==> config.mk <==
export PLATFORM = sky130hd
export DESIGN_NAME = hbm_port
export DESIGN_NICKNAME = d
export VERILOG_FILES = /design/src/hbm_pkg.sv /design/src/hbm_phase_timer.sv /design/src/hbm_port.sv
export VERILOG_INCLUDE_DIRS = /design/src /design/src/src
export SDC_FILE = /design/constraint.sdc
export NUM_CORES = 1
export LEC_CHECK = 0
export BUFFER_PORTS_ARGS = -buffer_cell sky130_fd_sc_hd__buf_2
export CORE_ASPECT_RATIO = 1.4
export CORE_UTILIZATION = 35
export DETAILED_ROUTE_END_ITERATION = 8
export PLACE_DENSITY_LB_ADDON = 0.12
export SETUP_SLACK_MARGIN = 0.05
export SLEW_MARGIN = 20
export SYNTH_ARGS = -nofsm -noshare
export SYNTH_HDL_FRONTEND = slang
export SYNTH_SLANG_ARGS = --single-unit
==> constraint.sdc <==
create_clock -name ref_clk -period 10.9 [get_ports ref_clk]
set_input_delay 2.725 -clock ref_clk [delete_from_list [all_inputs] [get_ports ref_clk]]
set_output_delay 2.725 -clock ref_clk [all_outputs]
set_load 0.05 [all_outputs]
==> src/hbm_cfg.svh <==
// Constants for the 16-bit multiplexed host-bus port.
// Included by the port alone; the phase timer does not use it; definitions only.
`ifndef HBM_CFG_SVH
`define HBM_CFG_SVH

// Interface mode field value that selects 16-bit host-bus operation
`define HBM_IF_MODE_HOST16   4'h3
// Host16 mode field value that selects multiplexed address/data
`define HBM_HOST16_MUXED     2'h0

// Select line config field encodings
`define HBM_SELECT_LINE_CONFIG_FIELD_ALE        3'h0
`define HBM_SELECT_LINE_CONFIG_FIELD_ONE        3'h1
`define HBM_SELECT_LINE_CONFIG_FIELD_TWO        3'h2
`define HBM_SELECT_LINE_CONFIG_FIELD_ALE_TWO    3'h3
`define HBM_SELECT_LINE_CONFIG_FIELD_ALE_FOUR   3'h4

// Idle level of the active-low pins
`define HBM_CS_IDLE          4'hF
`define HBM_BYTE_LANE_SELECTS_IDLE        2'h3

// Bus timing: least phase time and the clock period
`define HBM_PHASE_NS         20
`define HBM_CLK_NS           5

`endif

==> src/hbm_pkg.sv <==
// Types shared by the 16-bit multiplexed host-bus port.
// No surroundings assumed.
package hbm_pkg;

   // Bus cycle sequencer states
   typedef enum logic [2:0] {
      st_idle,
      st_addr,
      st_hold,
      st_data,
      st_recover
   } hbm_state_e;

endpackage

==> src/hbm_phase_timer.sv <==
// Phase timer for the host-bus sequencer.
// Assumes load and len come from logic on ref_clk.
`timescale 1ns/100ps
`default_nettype none

module hbm_phase_timer #(
   parameter int W = 8
) (
   // Clock, reset, enable
   input  wire logic         ref_clk,
   input  wire logic         rst_q_n,
   input  wire logic         ce,
   // Control
   input  wire logic         load,
   input  wire logic [W-1:0] len,
   output logic              expired
);

   logic [W-1:0] cnt;

   // Counts len cycles down to zero; len of zero behaves as one
   always_ff @(posedge ref_clk or negedge rst_q_n) begin
      if (!rst_q_n) begin
         cnt <= '0;
      end else if (ce) begin
         if (load)
            cnt <= (len == '0) ? '0 : len - 1'b1;
         else if (cnt != '0)
            cnt <= cnt - 1'b1;
      end
   end

   assign expired = (cnt == '0);

endmodule // hbm_phase_timer

`default_nettype wire

==> src/hbm_port.sv <==
// 16-bit host-bus port, multiplexed address/data variant, device side.
// Assumes config and request inputs on ref_clk; ad_in comes from pins.
`timescale 1ns/100ps
`default_nettype none
`include "hbm_cfg.svh"

// Functional notes
// RULE1: The port runs bus cycles only while the interface mode field selects 16-bit host bus.
// RULE2: In that mode, the host16 fields pick muxing, byte-lane selects and select lines.
// RULE3: Each bus phase is stretched to a slow least time so older logic keeps up.
// RULE4: The multiplexed variant is chosen by the host16 mode field alone.
// RULE5: Address goes out on the same pins that later carry the low data half.
// RULE6: Sharing pins leaves the upper lines free, giving a wider address.
// RULE7: A latch strobe makes the outside latch grab the address, held through data.
// RULE8: Reads use a read strobe and writes a write strobe for the data phase.
// RULE9: One to four chip selects are driven, as configured.
// RULE10: With byte-lane selects on, two selects pick the lower or upper half.
// RULE11: The byte-select field decides whether byte-lane selects are used.
// RULE12: The select line config field decides latch strobe and chip-select presence.
// RULE13: Field codes 0 latch only, 1 one select, 2 two selects, 3 latch plus two.
// RULE14: Address and latch strobe come before the read or write strobe, then data.
// RULE15: Only the chip select of the addressed region goes active.
module hbm_port #(
   parameter int ADDR_W = 28,
   parameter int WAIT_W = 4
) (
   // Clock, reset, enable
   input  wire logic              ref_clk,
   input  wire logic              rst_n,
   input  wire logic              ce,
   // Configuration
   input  wire logic [3:0]        if_mode,
   input  wire logic [1:0]        host16_mode,
   input  wire logic              byte_sel_en,
   input  wire logic [2:0]        cs_cfg,
   input  wire logic [WAIT_W-1:0] wait_states,
   // Request and answer
   input  wire logic              req_valid,
   input  wire logic              req_write,
   input  wire logic [ADDR_W-1:0] req_addr,
   input  wire logic [15:0]       req_wdata,
   input  wire logic [1:0]        req_be,
   output logic                   req_ready,
   output logic                   rsp_valid,
   output logic [15:0]            rsp_rdata,
   // Bus pins
   input  wire logic [15:0]       ad_in,
   output logic [15:0]            ad_out,
   output logic                   ad_oe,
   output logic [ADDR_W-17:0]     addr_hi,
   output logic                   ale,
   output logic                   rd_n,
   output logic                   wr_n,
   output logic [3:0]             cs_n,
   output logic [1:0]             byte_lane_selects_n
);

   localparam logic [7:0] PHASE_CYC =
      8'((`HBM_PHASE_NS + `HBM_CLK_NS - 1) / `HBM_CLK_NS);

   // Select line decode by config and the top two address bits
   function automatic logic [3:0] cs_decode(input logic [2:0] cfg, input logic [1:0] top);
      logic [3:0] sel;
      sel = 4'h0;
      case (cfg) // RULE13
         `HBM_SELECT_LINE_CONFIG_FIELD_ONE:                     sel = 4'h1;
         `HBM_SELECT_LINE_CONFIG_FIELD_TWO, `HBM_SELECT_LINE_CONFIG_FIELD_ALE_TWO: sel = top[1] ? 4'h2 : 4'h1;
         `HBM_SELECT_LINE_CONFIG_FIELD_ALE_FOUR:                sel = 4'h1 << top;
         default:                            sel = 4'h0;
      endcase
      return sel;
   endfunction

   logic [1:0]          rst_pipe;
   logic                rst_q_n;
   logic [15:0]         ad_meta;
   logic [15:0]         ad_sync;
   hbm_pkg::hbm_state_e state;
   hbm_pkg::hbm_state_e next_state;
   logic                wr_q;
   logic                byte_lane_selects_q;
   logic [2:0]          cfg_q;
   logic [ADDR_W-1:0]   addr_q;
   logic [15:0]         wdata_q;

   // Reset release through two flops; assertion stays asynchronous
   always_ff @(posedge ref_clk or negedge rst_n) begin
      if (!rst_n)
         rst_pipe <= 2'h0;
      else
         rst_pipe <= {rst_pipe[0], 1'b1};
   end
   assign rst_q_n = rst_pipe[1];

   // Pin data synchroniser; only ad_sync is read by logic
   always_ff @(posedge ref_clk or negedge rst_q_n) begin
      if (!rst_q_n) begin
         ad_meta <= 16'h0000;
         ad_sync <= 16'h0000;
      end else if (ce) begin
         ad_meta <= ad_in;
         ad_sync <= ad_meta;
      end
   end

   // Mode gate and sequencer strobes
   wire       mode_ok   = (if_mode == `HBM_IF_MODE_HOST16)    // RULE1
                       && (host16_mode == `HBM_HOST16_MUXED); // RULE4
   wire       expired;
   // Mode also gates the take itself, so a mode drop in the ready cycle refuses
   wire       accept    = (state == hbm_pkg::st_idle) && req_valid && req_ready
                       && mode_ok; // RULE1
   wire       adv       = (state != hbm_pkg::st_idle) && expired;
   wire       to_data   = adv && (state == hbm_pkg::st_hold);
   wire       data_end  = adv && (state == hbm_pkg::st_data);
   wire       cyc_end   = adv && (state == hbm_pkg::st_recover);
   wire       ale_avail = (cs_cfg == `HBM_SELECT_LINE_CONFIG_FIELD_ALE) || (cs_cfg == `HBM_SELECT_LINE_CONFIG_FIELD_ALE_TWO)
                       || (cs_cfg == `HBM_SELECT_LINE_CONFIG_FIELD_ALE_FOUR); // RULE12
   wire [1:0] region    = req_addr[ADDR_W-1 -: 2];

   // Strobe phase carries the extra wait states; others take the base time
   wire       tmr_load  = accept || (adv && !cyc_end);
   wire [7:0] tmr_len   = to_data ? PHASE_CYC + 8'(wait_states) : PHASE_CYC; // RULE3

   // Sequencer: address, latch hold, strobe, recovery
   always_comb begin
      next_state = state;
      unique case (state)
         hbm_pkg::st_idle:    if (accept) next_state = hbm_pkg::st_addr;
         hbm_pkg::st_addr:    if (adv) next_state = hbm_pkg::st_hold;
         hbm_pkg::st_hold:    if (adv) next_state = hbm_pkg::st_data;
         hbm_pkg::st_data:    if (adv) next_state = hbm_pkg::st_recover;
         hbm_pkg::st_recover: if (adv) next_state = hbm_pkg::st_idle;
      endcase
   end

   // Next values of the pin and answer registers
   wire [15:0]       next_ad_out   = accept  ? req_addr[15:0]          // RULE5
                                   : (to_data && wr_q) ? wdata_q : ad_out;
   wire              next_ad_oe    = accept ? 1'b1 : to_data ? wr_q    // RULE14
                                   : cyc_end ? 1'b0 : ad_oe;
   wire [ADDR_W-17:0] next_addr_hi = accept ? req_addr[ADDR_W-1:16] : addr_hi; // RULE6
   wire              next_ale      = accept ? ale_avail                // RULE7
                                   : (adv && state == hbm_pkg::st_addr) ? 1'b0 : ale;
   wire              next_rd_n     = (to_data && !wr_q) ? 1'b0 : data_end ? 1'b1 : rd_n; // RULE8
   wire              next_wr_n     = (to_data && wr_q) ? 1'b0 : data_end ? 1'b1 : wr_n;
   wire [3:0]        next_cs_n     = accept ? ~cs_decode(cs_cfg, region) // RULE9
                                   : cyc_end ? `HBM_CS_IDLE : cs_n;     // RULE15
   wire [1:0]        next_byte_lane_selects_n   = accept ? (byte_sel_en ? ~req_be : `HBM_BYTE_LANE_SELECTS_IDLE) // RULE10
                                   : cyc_end ? `HBM_BYTE_LANE_SELECTS_IDLE : byte_lane_selects_n; // RULE11
   wire [15:0]       next_rsp_rdata = (data_end && !wr_q) ? ad_sync : rsp_rdata;
   wire              next_req_ready = mode_ok && (next_state == hbm_pkg::st_idle); // RULE2

   hbm_phase_timer #(
      .W (8)
   ) u_timer (
      .ref_clk (ref_clk),
      .rst_q_n (rst_q_n),
      .ce      (ce),
      .load    (tmr_load),
      .len     (tmr_len),
      .expired (expired)
   );

   // Request capture, held for the whole bus cycle
   always_ff @(posedge ref_clk or negedge rst_q_n) begin
      if (!rst_q_n) begin
         wr_q    <= 1'b0;
         byte_lane_selects_q  <= 1'b0;
         cfg_q   <= 3'h0;
         addr_q  <= '0;
         wdata_q <= 16'h0000;
      end else if (ce && accept) begin
         wr_q    <= req_write;
         byte_lane_selects_q  <= byte_sel_en;
         cfg_q   <= cs_cfg; // RULE13
         addr_q  <= req_addr;
         wdata_q <= req_wdata;
      end
   end

   // State and output registers
   always_ff @(posedge ref_clk or negedge rst_q_n) begin
      if (!rst_q_n) begin
         state     <= hbm_pkg::st_idle;
         req_ready <= 1'b0;
         rsp_valid <= 1'b0;
         rsp_rdata <= 16'h0000;
         ad_out    <= 16'h0000;
         ad_oe     <= 1'b0;
         addr_hi   <= '0;
         ale       <= 1'b0;
         rd_n      <= 1'b1;
         wr_n      <= 1'b1;
         cs_n      <= `HBM_CS_IDLE;
         byte_lane_selects_n    <= `HBM_BYTE_LANE_SELECTS_IDLE;
      end else if (ce) begin
         state     <= next_state;
         req_ready <= next_req_ready;
         rsp_valid <= data_end;
         rsp_rdata <= next_rsp_rdata;
         ad_out    <= next_ad_out;
         ad_oe     <= next_ad_oe;
         addr_hi   <= next_addr_hi;
         ale       <= next_ale;
         rd_n      <= next_rd_n;
         wr_n      <= next_wr_n;
         cs_n      <= next_cs_n;
         byte_lane_selects_n    <= next_byte_lane_selects_n;
      end
   end
endmodule // hbm_port

`default_nettype wire

---- Word-level counts from Yosys, hierarchy flattened ----
Cells that the tools add are included.
word-level totals
  bits of input ports ..................... 81
  bits in registers ....................... 118
  output and inout bits ................... 56
  word-level logic and storage cells ...... 105
cells by class
  reduce and logical (&&, ||, !) cells .... 45
  eq/ne operators ......................... 9
  shifts and indexed selects .............. 1
  muxes and demuxes ....................... 27
  add/subtract/negate cells ............... 3
  bitwise gates (word level) .............. 2
operators with widths
  cell                                                 count
  two-way mux 16 bit                                   2
  two-way mux 8 bit                                    3
  AND reduction 2 bit                                  9
  zero test 8 bit                                      2
  logical AND 1 bit                                    15
  two-way mux 3 bit                                    5
  case mux 3 bit (5 select lines)                      1
  equality test 3 x 2 -> 1 bit, second input constant  4
  case mux 4 bit (3 select lines)                      1
  nonzero test 2 bit                                   6
  zero test 3 bit                                      3
  two-way mux 1 bit                                    8
  two-way mux 2 bit                                    4
  two-way mux 4 bit                                    2
  nonzero test 8 bit                                   1
  subtractor 8 x 1 -> 8 bit, second input constant     1
  equality test 3 x 1 -> 1 bit, second input constant  2
  equality test 3 bit, second input constant           2
  nonzero test 3 bit                                   2
  subtractor 5 x 1 -> 6 bit, second input constant     1
  adder 3 x 4 -> 5 bit, first input constant           1
  two-way mux 5 bit                                    1
  equality test 4 x 2 -> 1 bit, second input constant  1
  inverter 4 bit                                       1
  6 further kinds                                      9

---- Depth between registers and ports, before layout ----
Gate-level depths: netlist of run 1.
  depth after elaboration ................. 8
  gate-level depth with buffers ........... 9
  depth with buffers taken out ............ 7

---- Modules after synthesis ----
From an unflattened synthesis of run 1, not the netlist that was laid out.
unflattened totals
  cells, all modules ...................... 465
  area total of the unflattened synthesis .. 5248.8 sq um
by module, submodules not included
  module           cells an instance  seq. area each (sq um)  area each (sq um)  instances
  hbm_port         380                2762.6                  4519.3             1
  hbm_phase_timer  85                 200.2                   729.4              1

---- Worst setup path after synthesis of run 1 ----
OpenSTA, ideal clock, no wires.
  path kind ............................... input -> register
  start point ............................. input port host16_mode[1]
  end point ............................... register ad_out[10]
  library setup time ...................... 0.078 ns
  required time ........................... 10.822 ns
  path buffers ............................ 2
  setup slack ............................. 6.604 ns
  stages on the path ...................... 7
  data arrival time ....................... 4.218 ns
  cells stage by stage .................... nor4bb_1 > and3_1 > nand3_1 > and2_1 > clkbuf_1 > buf_2 > a21oi_1
between the ends
  cells in the longest elaborated chain, start to end .. 5
  elaborated cells between the ends (all ways) .. 6
  classes of those cells .................. 1 x mux; 5 x reduce/logical
ends and longest elaborated chain
  item                           RTL line         RTL
  start: declaration             hbm_port.sv:33   input wire logic [1:0] host16_mode,
  zero test 2 bit (no line) (*)  n/a
  logical AND 1 bit (*)          hbm_port.sv:107  wire mode_ok = (if_mode == `HBM_IF_MODE_HOST16)
  logical AND 1 bit (*)          hbm_port.sv:112  && mode_ok;
  nonzero test 2 bit (no line)   n/a
  AND reduction 2 bit (no line)  n/a
  end signal: assignment         hbm_port.sv:202  ad_out <= next_ad_out;
  end: declaration               hbm_port.sv:48   output logic [15:0] ad_out,
Mark *: on every way between the ends. The rest lies on a longest branch, timed or not.
A chain may end at the register's enable or synchronous reset.

---- Final worst setup path of run 1 ----
  start point ............................. input port host16_mode[1]
  end point ............................... register ad_out[0]
The elaborated chain is that of the path after synthesis.

==> impl_results.md, run 1 <==
- Vias: 3725
- Main combinational cell family by area after synthesis: simple AND/OR/NAND/NOR gates
- Mux cell area share after synthesis: 11.0%
- Die area: 0.0148 sq mm
- Worst Setup SP: host16_mode[1]
- RSZ-0062 raised after global routing: no
- Internal Power: 915 uW
- Post-DRT Antenna Nets: 0
- Layout area overhead: 28.3%
- PortBufs: 136
- Clock Latency Late Sink: 0.41 ns
- Post-route cell area: 0.00641 sq mm
- Adder-Cell Fraction of Synth Area: 0.752%
- Worst setup SP type: input pin
- Vias in the first global route: 3852
- Setup violators final: 0
- Top_reg_cell synth: dfrtp_1
- Relative slew slack: 32.7%
- Max Freq: 0.197 GHz
- CP Max Fanout: 53
- Post-CTS setup buffers: 0
- Min Tclk post-route: 5.09 ns
- Peak VDD IR: 114 uV
- Syn Inst Count: 453
- Reg2reg start: u_timer.cnt[0]
- Gate power share: 15.9%
- Critical Path AT: 5.42 ns
- CTS tree: done
- Asr flop ratio synth: 100%
- Max-slew violation count: 0
- Seq/Total Area, Yosys: 59.3%
- Mapped Area: 0.00499 sq mm
- CTS buffer count: 17
- R2R depth: 7
- Worst Hold Class: reg -> async
- Clock sink total: 118
- Leak pwr: 0.00331 uW
- CP required: 11.23 ns
- Routed wire length: 11600 microns
- GRT Total Usage: 17.1%
- NetSw: 378 uW
- Final period util: 46.7%
- Reg clk slew, reported paths: 0.06 ns
- Post-CTS sizing: 0
- Hold buffers post-CTS: 0
- Worst-Margin Slew: 1.01 ns
- Grt ovf: 0
- Largest net degree at the start of global routing: 83
- Fin Setup TNS: 0 ns
- Switching Fraction: 29.2%
- P per Cell Area: 202 mW/mm^2
- Vias per cell: 4.75
- Root buffer cell: clkbuf_16
- DRC Markers: 0
- HPWL after DPL: 7870 microns
- Overall die width: 103 microns
- Fin. Hold Viols: 0
- Synth Net Count: 537
- CORE AREA: 0.0139 sq mm
- Yosys warns: 0
- Status: complete, no violations
- Yosys reg bits: 118
- Layout cell share with drive strength beyond 1: 39.5%
- CTS max path bufs: 2
- GPL Wtd Cong: 0.777
- Placed Area: 0.00581 sq mm
- Synth Area in XOR/XNOR: 0.175%
- Synth unique cells: 53
- TritonRoute pass-1 iters: 4
- H-tree depth: 4
- Drt wl/cell: 14.7 microns
- Worst Skew: 0.00829 ns
- EDFF count, synth: 0
- Initial DRC count: 128
- Rows: 51
- Mean area per synthesized cell: 11.0 sq um
- Kind of critical path: in -> reg
- Starting density of the core: 35.9%
- Nets@finish: 671
- First-pass GRT wire length: 18900 microns
- Compound-Gate Fraction of Synth Area: 11.1%
- Die height: 143 microns
- Sequential power share: 41.5%
- Clock power share: 42.7%
- # diodes: 0
- Antenna violations before repair: 0
- I/O pin cnt: 137
- Critical Path End Type: flip-flop
- Max-Cap Viols: 0
- Simple-gate portion of the synthesized area: 13.1%
-- logic make-up (layout without fill, tap and decap cells) --
group,after synthesis,after routing
adders and majority gates,3,3
and+or+nand+nor,143,143
buffers and inverters,51,198
muxes,49,49
AOI/OAI and AO/OA,87,87
DFF,118,118
xor gates and xnor gates,1,1
other,1,1
-- synth_stat cells (all sizes together) (3+ instances only) --
library cell / number / area (sq um)
inv: 27 / 101
dfrtp: 110 / 2750
a21oi: 27 / 135
nand3: 3 / 20.0
buf: 6 / 53.8
mux2: 48 / 541
and3: 4 / 25.0
dfstp: 8 / 210
o22ai: 18 / 113
a21o: 3 / 23.8
nor3: 10 / 61.3
nand2: 95 / 357
a31oi: 4 / 25.0
nor2: 11 / 41.3
ha: 3 / 37.5
o21ai: 16 / 80.1
clkbuf: 18 / 67.6
-- final timing paths --
path	end	slack [ns]
max reg2reg	rsp_rdata[14]	7.93
min reg2reg	addr_hi[6]	0.28
max in group asynchronous	rst_pipe[1]	8.71
min in group ref_clk	rst_pipe[1]	0.35
min	addr_hi[6]	0.28
max	ad_out[0]	5.81
-- routing by layer --
layer,global-route usage [%],wire length [microns]
met3,5.79,659
met4,7.78,238
met2,27.9,5870
met5,0,0
met1,20.1,4810
-- through the flow --
stage | setup WS [ns] | hold slack [ns] | cells | utilization [%] | total power, uW
after floorplan | 6.60 | 0.331 | 453 | - | 697
after global placement | 5.42 | 0.296 | 753 | 41.8 | 746
after detailed placement | 5.36 | 0.303 | 753 | 41.8 | 751
after CTS | 5.79 | 0.315 | 785 | 46.0 | 1310
after global routing | 5.47 | 0.342 | 785 | 46.1 | 1360
final | 5.81 | 0.278 | 785 | 46.1 | 1290
-- cell type report --
type | count | area [sq um]
fillers | 1383 | 7500
flip-flops and latches | 118 | 2970
multi-input cells | 284 | 1810
repair buffers | 139 | 707
clock buffers | 18 | 439
well taps | 185 | 231
clock inverters | 14 | 150
inverters | 27 | 101
-- sequential cells by signal, indices dropped and copies added (netlist names) --
| name | cells |
|---|---|
| ad_meta | 16 |
| ad_out | 16 |
| ad_sync | 16 |
| rsp_rdata | 16 |
| wdata_q | 16 |
| addr_hi | 12 |
| u_timer.cnt | 8 |
| cs_n | 4 |
| state | 3 |
| byte_lane_selects_n | 2 |
| rst_pipe | 2 |
| ad_oe | 1 |
| ale | 1 |
| rd_n | 1 |
| req_ready | 1 |
| rsp_valid | 1 |
| wr_n | 1 |
| wr_q | 1 |
-- layout by cell type (no fill, tap or decap), types with 4 or more instances in the layout --
master / count
nor2_1: 11
and3_1: 4
a21oi_1: 27
nand2_1: 95
buf_2: 136
dfrtp_1: 109
o22ai_1: 18
inv_1: 27
nor3_1: 9
mux2_2: 48
dfstp_2: 8
a31oi_1: 4
o21ai_0: 16
clkbuf_16: 17
-- critical path, cell delays in order --
cell,delay (ns)
buf_2,0.10
nor4bb_1,0.50
and3_1,0.38
nand3_2,0.81
and2_1,0.66
a21oi_1,0.23
-- power by group through the flow --
stage          sequential [uW]  combinational, uW  clock [uW]
4_1_cts                    537                208         566
2_1_floorplan              593                104           0
3_5_place_dp               543                207           0
3_3_place_gp               541                204           0
6_report                   537                205         552
5_1_grt                    546                225         586
Note: power is estimated with default switching activity, not from simulation.
==> run 2: changes to the inputs <==
Settings changed: ABC_AREA from default to 1.
Clock period 10.9 ns to 4.8 ns, I/O delays scaled along.
==> impl_results.md, run 2 <==
- Antenna violations before repair: 0 (unchanged)
- Max-slew violation count: 0 (unchanged)
- Yosys reg bits: 118 (unchanged)
- Worst Skew: 0.00874 ns (was 0.00829 ns)
- GRT Total Usage: 17.9% (was 17.1%)
- Die height: 149 microns (was 143 microns)
- # diodes: 0 (unchanged)
- PortBufs: 136 (unchanged)
- Min Tclk post-route: 3.05 ns
- Post-DRT Antenna Nets: 0 (unchanged)
- Post-CTS setup buffers: 0 (unchanged)
- HPWL after DPL: 9310 microns (was 7870 microns)
- Rows: 53 (was 51)
- DRC Markers: 0 (unchanged)
- Syn Inst Count: 605 (was 453)
- Fin. Hold Viols: 0 (unchanged)
- Fill cells: 1555 (was 1383)
- EDFF count, synth: 0 (unchanged)
- Count leader, synth: nand2_1 (was dfrtp_1)
- Root buffer cell: clkbuf_16 (unchanged)
- Synth Net Count: 689 (was 537)
- Final period util: 63.5%
- Synth unique cells: 41 (was 53)
- Critical Path End Type: flip-flop (unchanged)
- Die area: 0.0160 sq mm (was 0.0148 sq mm)
- Critical path cell sequence: buf_2 > or2_1 > nor2_2 > nand2_4 > inv_6 > nand2_4 > inv_2 > nand2_1 > o22ai_1 > inv_1 (was buf_2 > nor4bb_1 > and3_1 > nand3_2 > and2_1 > a21oi_1)
- Yosys warns: 0 (unchanged)
- Most frequent CP cell: nand2_4
- TritonRoute pass-1 iters: 4 (unchanged)
- Worst Hold Class: reg -> reg (was reg -> async)
- Non-filler instance count after layout: 945 (was 785)
- Starting density of the core: 35.9% (about the same)
- Relative slew slack: 40.7% (was 32.7%)
- Status: complete, no violations (unchanged)
- Worst-Margin Slew: 0.890 ns (was 1.01 ns)
- Routed wire length: 13200 microns (was 11600 microns)
- Initial DRC count: 237 (was 128)
- Synth area leaders: dfrtp_1, nand2_1, dfstp_2 (was dfrtp_1, mux2_2, nand2_1)
- Max-Cap Viols: 0 (unchanged)
- Setup violators final: 0 (unchanged)
- CORE AREA: 0.0151 sq mm (was 0.0139 sq mm)
- CP Max Fanout: 49 (was 53)
- First-pass GRT wire length: 21800 microns (was 18900 microns)
- CP required: 5.14 ns (was 11.23 ns)
- Peak VDD IR: 218 uV (was 114 uV)
- Largest net degree at the start of global routing: 69 (was 83)
- CTS max path bufs: 2 (unchanged)
- RSZ-0062 raised after global routing: no (unchanged)
- Grt ovf: 0 (unchanged)
- Post-CTS sizing: 0 (unchanged)
- Nets@finish: 824 (was 671)
- H-tree depth: 4 (unchanged)
- Seq/Total Area, Yosys: 54.6% (was 59.3%)
- Area fraction of the dominant cell type after synthesis: 50.7% (was 55.1%)
- Worst path max stage delay: 0.52 ns (was 0.81 ns)
- Fin util: 45.1% (was 46.1%)
- Mean area per synthesized cell: 8.97 sq um (was 11.0 sq um)
- CP max-delay cell: inv_2 (was nand3_2)
- Leak pwr: 0.00395 uW (was 0.00331 uW)
- Reg clk slew, reported paths: 0.05 ns (was 0.06 ns)
- P per Cell Area: 413 mW/mm^2 (was 202 mW/mm^2)
- Largest area contributor in the netlist: dfrtp_1 (unchanged)
- Placed insts: 913 (was 753)
- Critical Path AT: 3.39 ns (was 5.42 ns)
- Commonest cells in the synthesized netlist: nand2_1, dfrtp_1, inv_1 (was dfrtp_1, nand2_1, mux2_2)
- Hold buffers post-CTS: 0 (unchanged)
- Clock sink total: 118 (unchanged)
- Asr flop ratio synth: 100% (unchanged)
- Fin Setup TNS: 0 ns (unchanged)
- GPL Wtd Cong: 0.789 (was 0.777)
- Layout cell share with drive strength beyond 1: 28.0% (was 39.5%)
- Overall die width: 107 microns (was 103 microns)
- Clock Latency Late Sink: 0.41 ns (about the same)
- Commonest non-fill, non-tap cell in the layout: nand2_1 (was buf_2)
- Layout area overhead: 25.6% (was 28.3%)
- Commonest cells after routing, fill and taps aside: nand2_1, buf_2, dfrtp_1 (was buf_2, dfrtp_1, nand2_1)
- CTS tree: done (unchanged)
- Vias in the first global route: 4327 (was 3852)
- Vias per cell: 4.64 (was 4.75)
- I/O pin cnt: 137 (unchanged)
- Drt wl/cell: 14.0 microns (was 14.7 microns)
- Mapped Area: 0.00543 sq mm (was 0.00499 sq mm)
- Kind of critical path: in -> reg (unchanged)
- Top_reg_cell synth: dfrtp_1 (unchanged)
- Worst setup SP type: input pin (unchanged)
- Vias: 4386 (was 3725)
- Max Freq: 0.328 GHz
- CTS buffer count: 17 (unchanged)
[run 2: changes by cell type in the layout (fill, tap and decap cells not counted), moves of 15 or more]
cell,before,now
a21oi_1,27,10
mux2i_1,1,16
nand3_1,1,38
mux2_2,48,0
nand2_1,95,231
o22ai_1,18,1
inv_1,27,45
[run 2: critical path, delay by kind of cell]
kind | cells | cell delay (ns)
simple gates | 5 | 1.14
compound gates | 1 | 0.13
buf+inv | 4 | 0.89
[run 2: area by class of cell]
type,count,area (sq um),area share (%)
well taps,192,240,3.52
multi-input cells,412,2110,30.9
clock inverters,8,124,1.82
inverters,53,206,3.03
clock buffers,24,482,7.06
flip-flops and latches,118,2970,43.5
repair buffers,138,696,10.2
[run 2: final timing paths]
check	startpoint	endpoint	slack, ns	cells after the start
worst min-delay path	rst_pipe[0]	rst_pipe[1]	0.35	0
worst min register to register	rst_pipe[0]	rst_pipe[1]	0.35	0
min in group asynchronous	rst_pipe[1]	addr_hi[2]	0.46	0
max in group asynchronous	rst_pipe[1]	ad_meta[4]	3.19	1
worst max register to register	state[1]	cs_n[3]	2.28	10
worst max-delay path	host16_mode[1]	cs_n[3]	1.75	10
[run 2: cells by family after synthesis]
family | count (synthesis) | synth area share [%]
AND/OR/NAND/NOR | 334 | 27.0
XOR/XNOR | 7 | 1.13
adder cells (fa/ha/maj) | 3 | 0.691
buffers and inverters | 75 | 6.64
flip-flops | 118 | 54.6
multiplexers | 16 | 2.95
AO/OA/AOI/OAI | 51 | 6.94
other | 1 | 0.0691
[run 2: power breakdown]
group / internal (uW) / switching [uW] / total (uW)
sequential: 1080 / 84.4 / 1170
combinational: 129 / 230 / 359
clock: 856 / 434 / 1290
total: 2070 / 749 / 2820
[run 2: routing by layer]
layer / wire, microns / global-route usage [%] / vias up
met2: 6650 / 30.3 / 111
li1: - / - / 2187
met3: 809 / 5.50 / 14
met5: 0 / 0 / -
met1: 5570 / 21.3 / 2074
met4: 191 / 6.51 / 0
[run 2: stage by stage]
step | hold slack (ns) | total power, uW | setup WS [ns] | cell area, sq um
finish | 0.351 | 2820 | 1.75 | 6820
global route | 0.366 | 2960 | 1.47 | 6820
CTS | 0.353 | 2860 | 1.73 | 6820
detailed placement | 0.341 | 1550 | 1.29 | 6210
global placement | 0.338 | 1540 | 1.31 | 6210
floorplan | 0.331 | 1430 | 1.28 | 5430
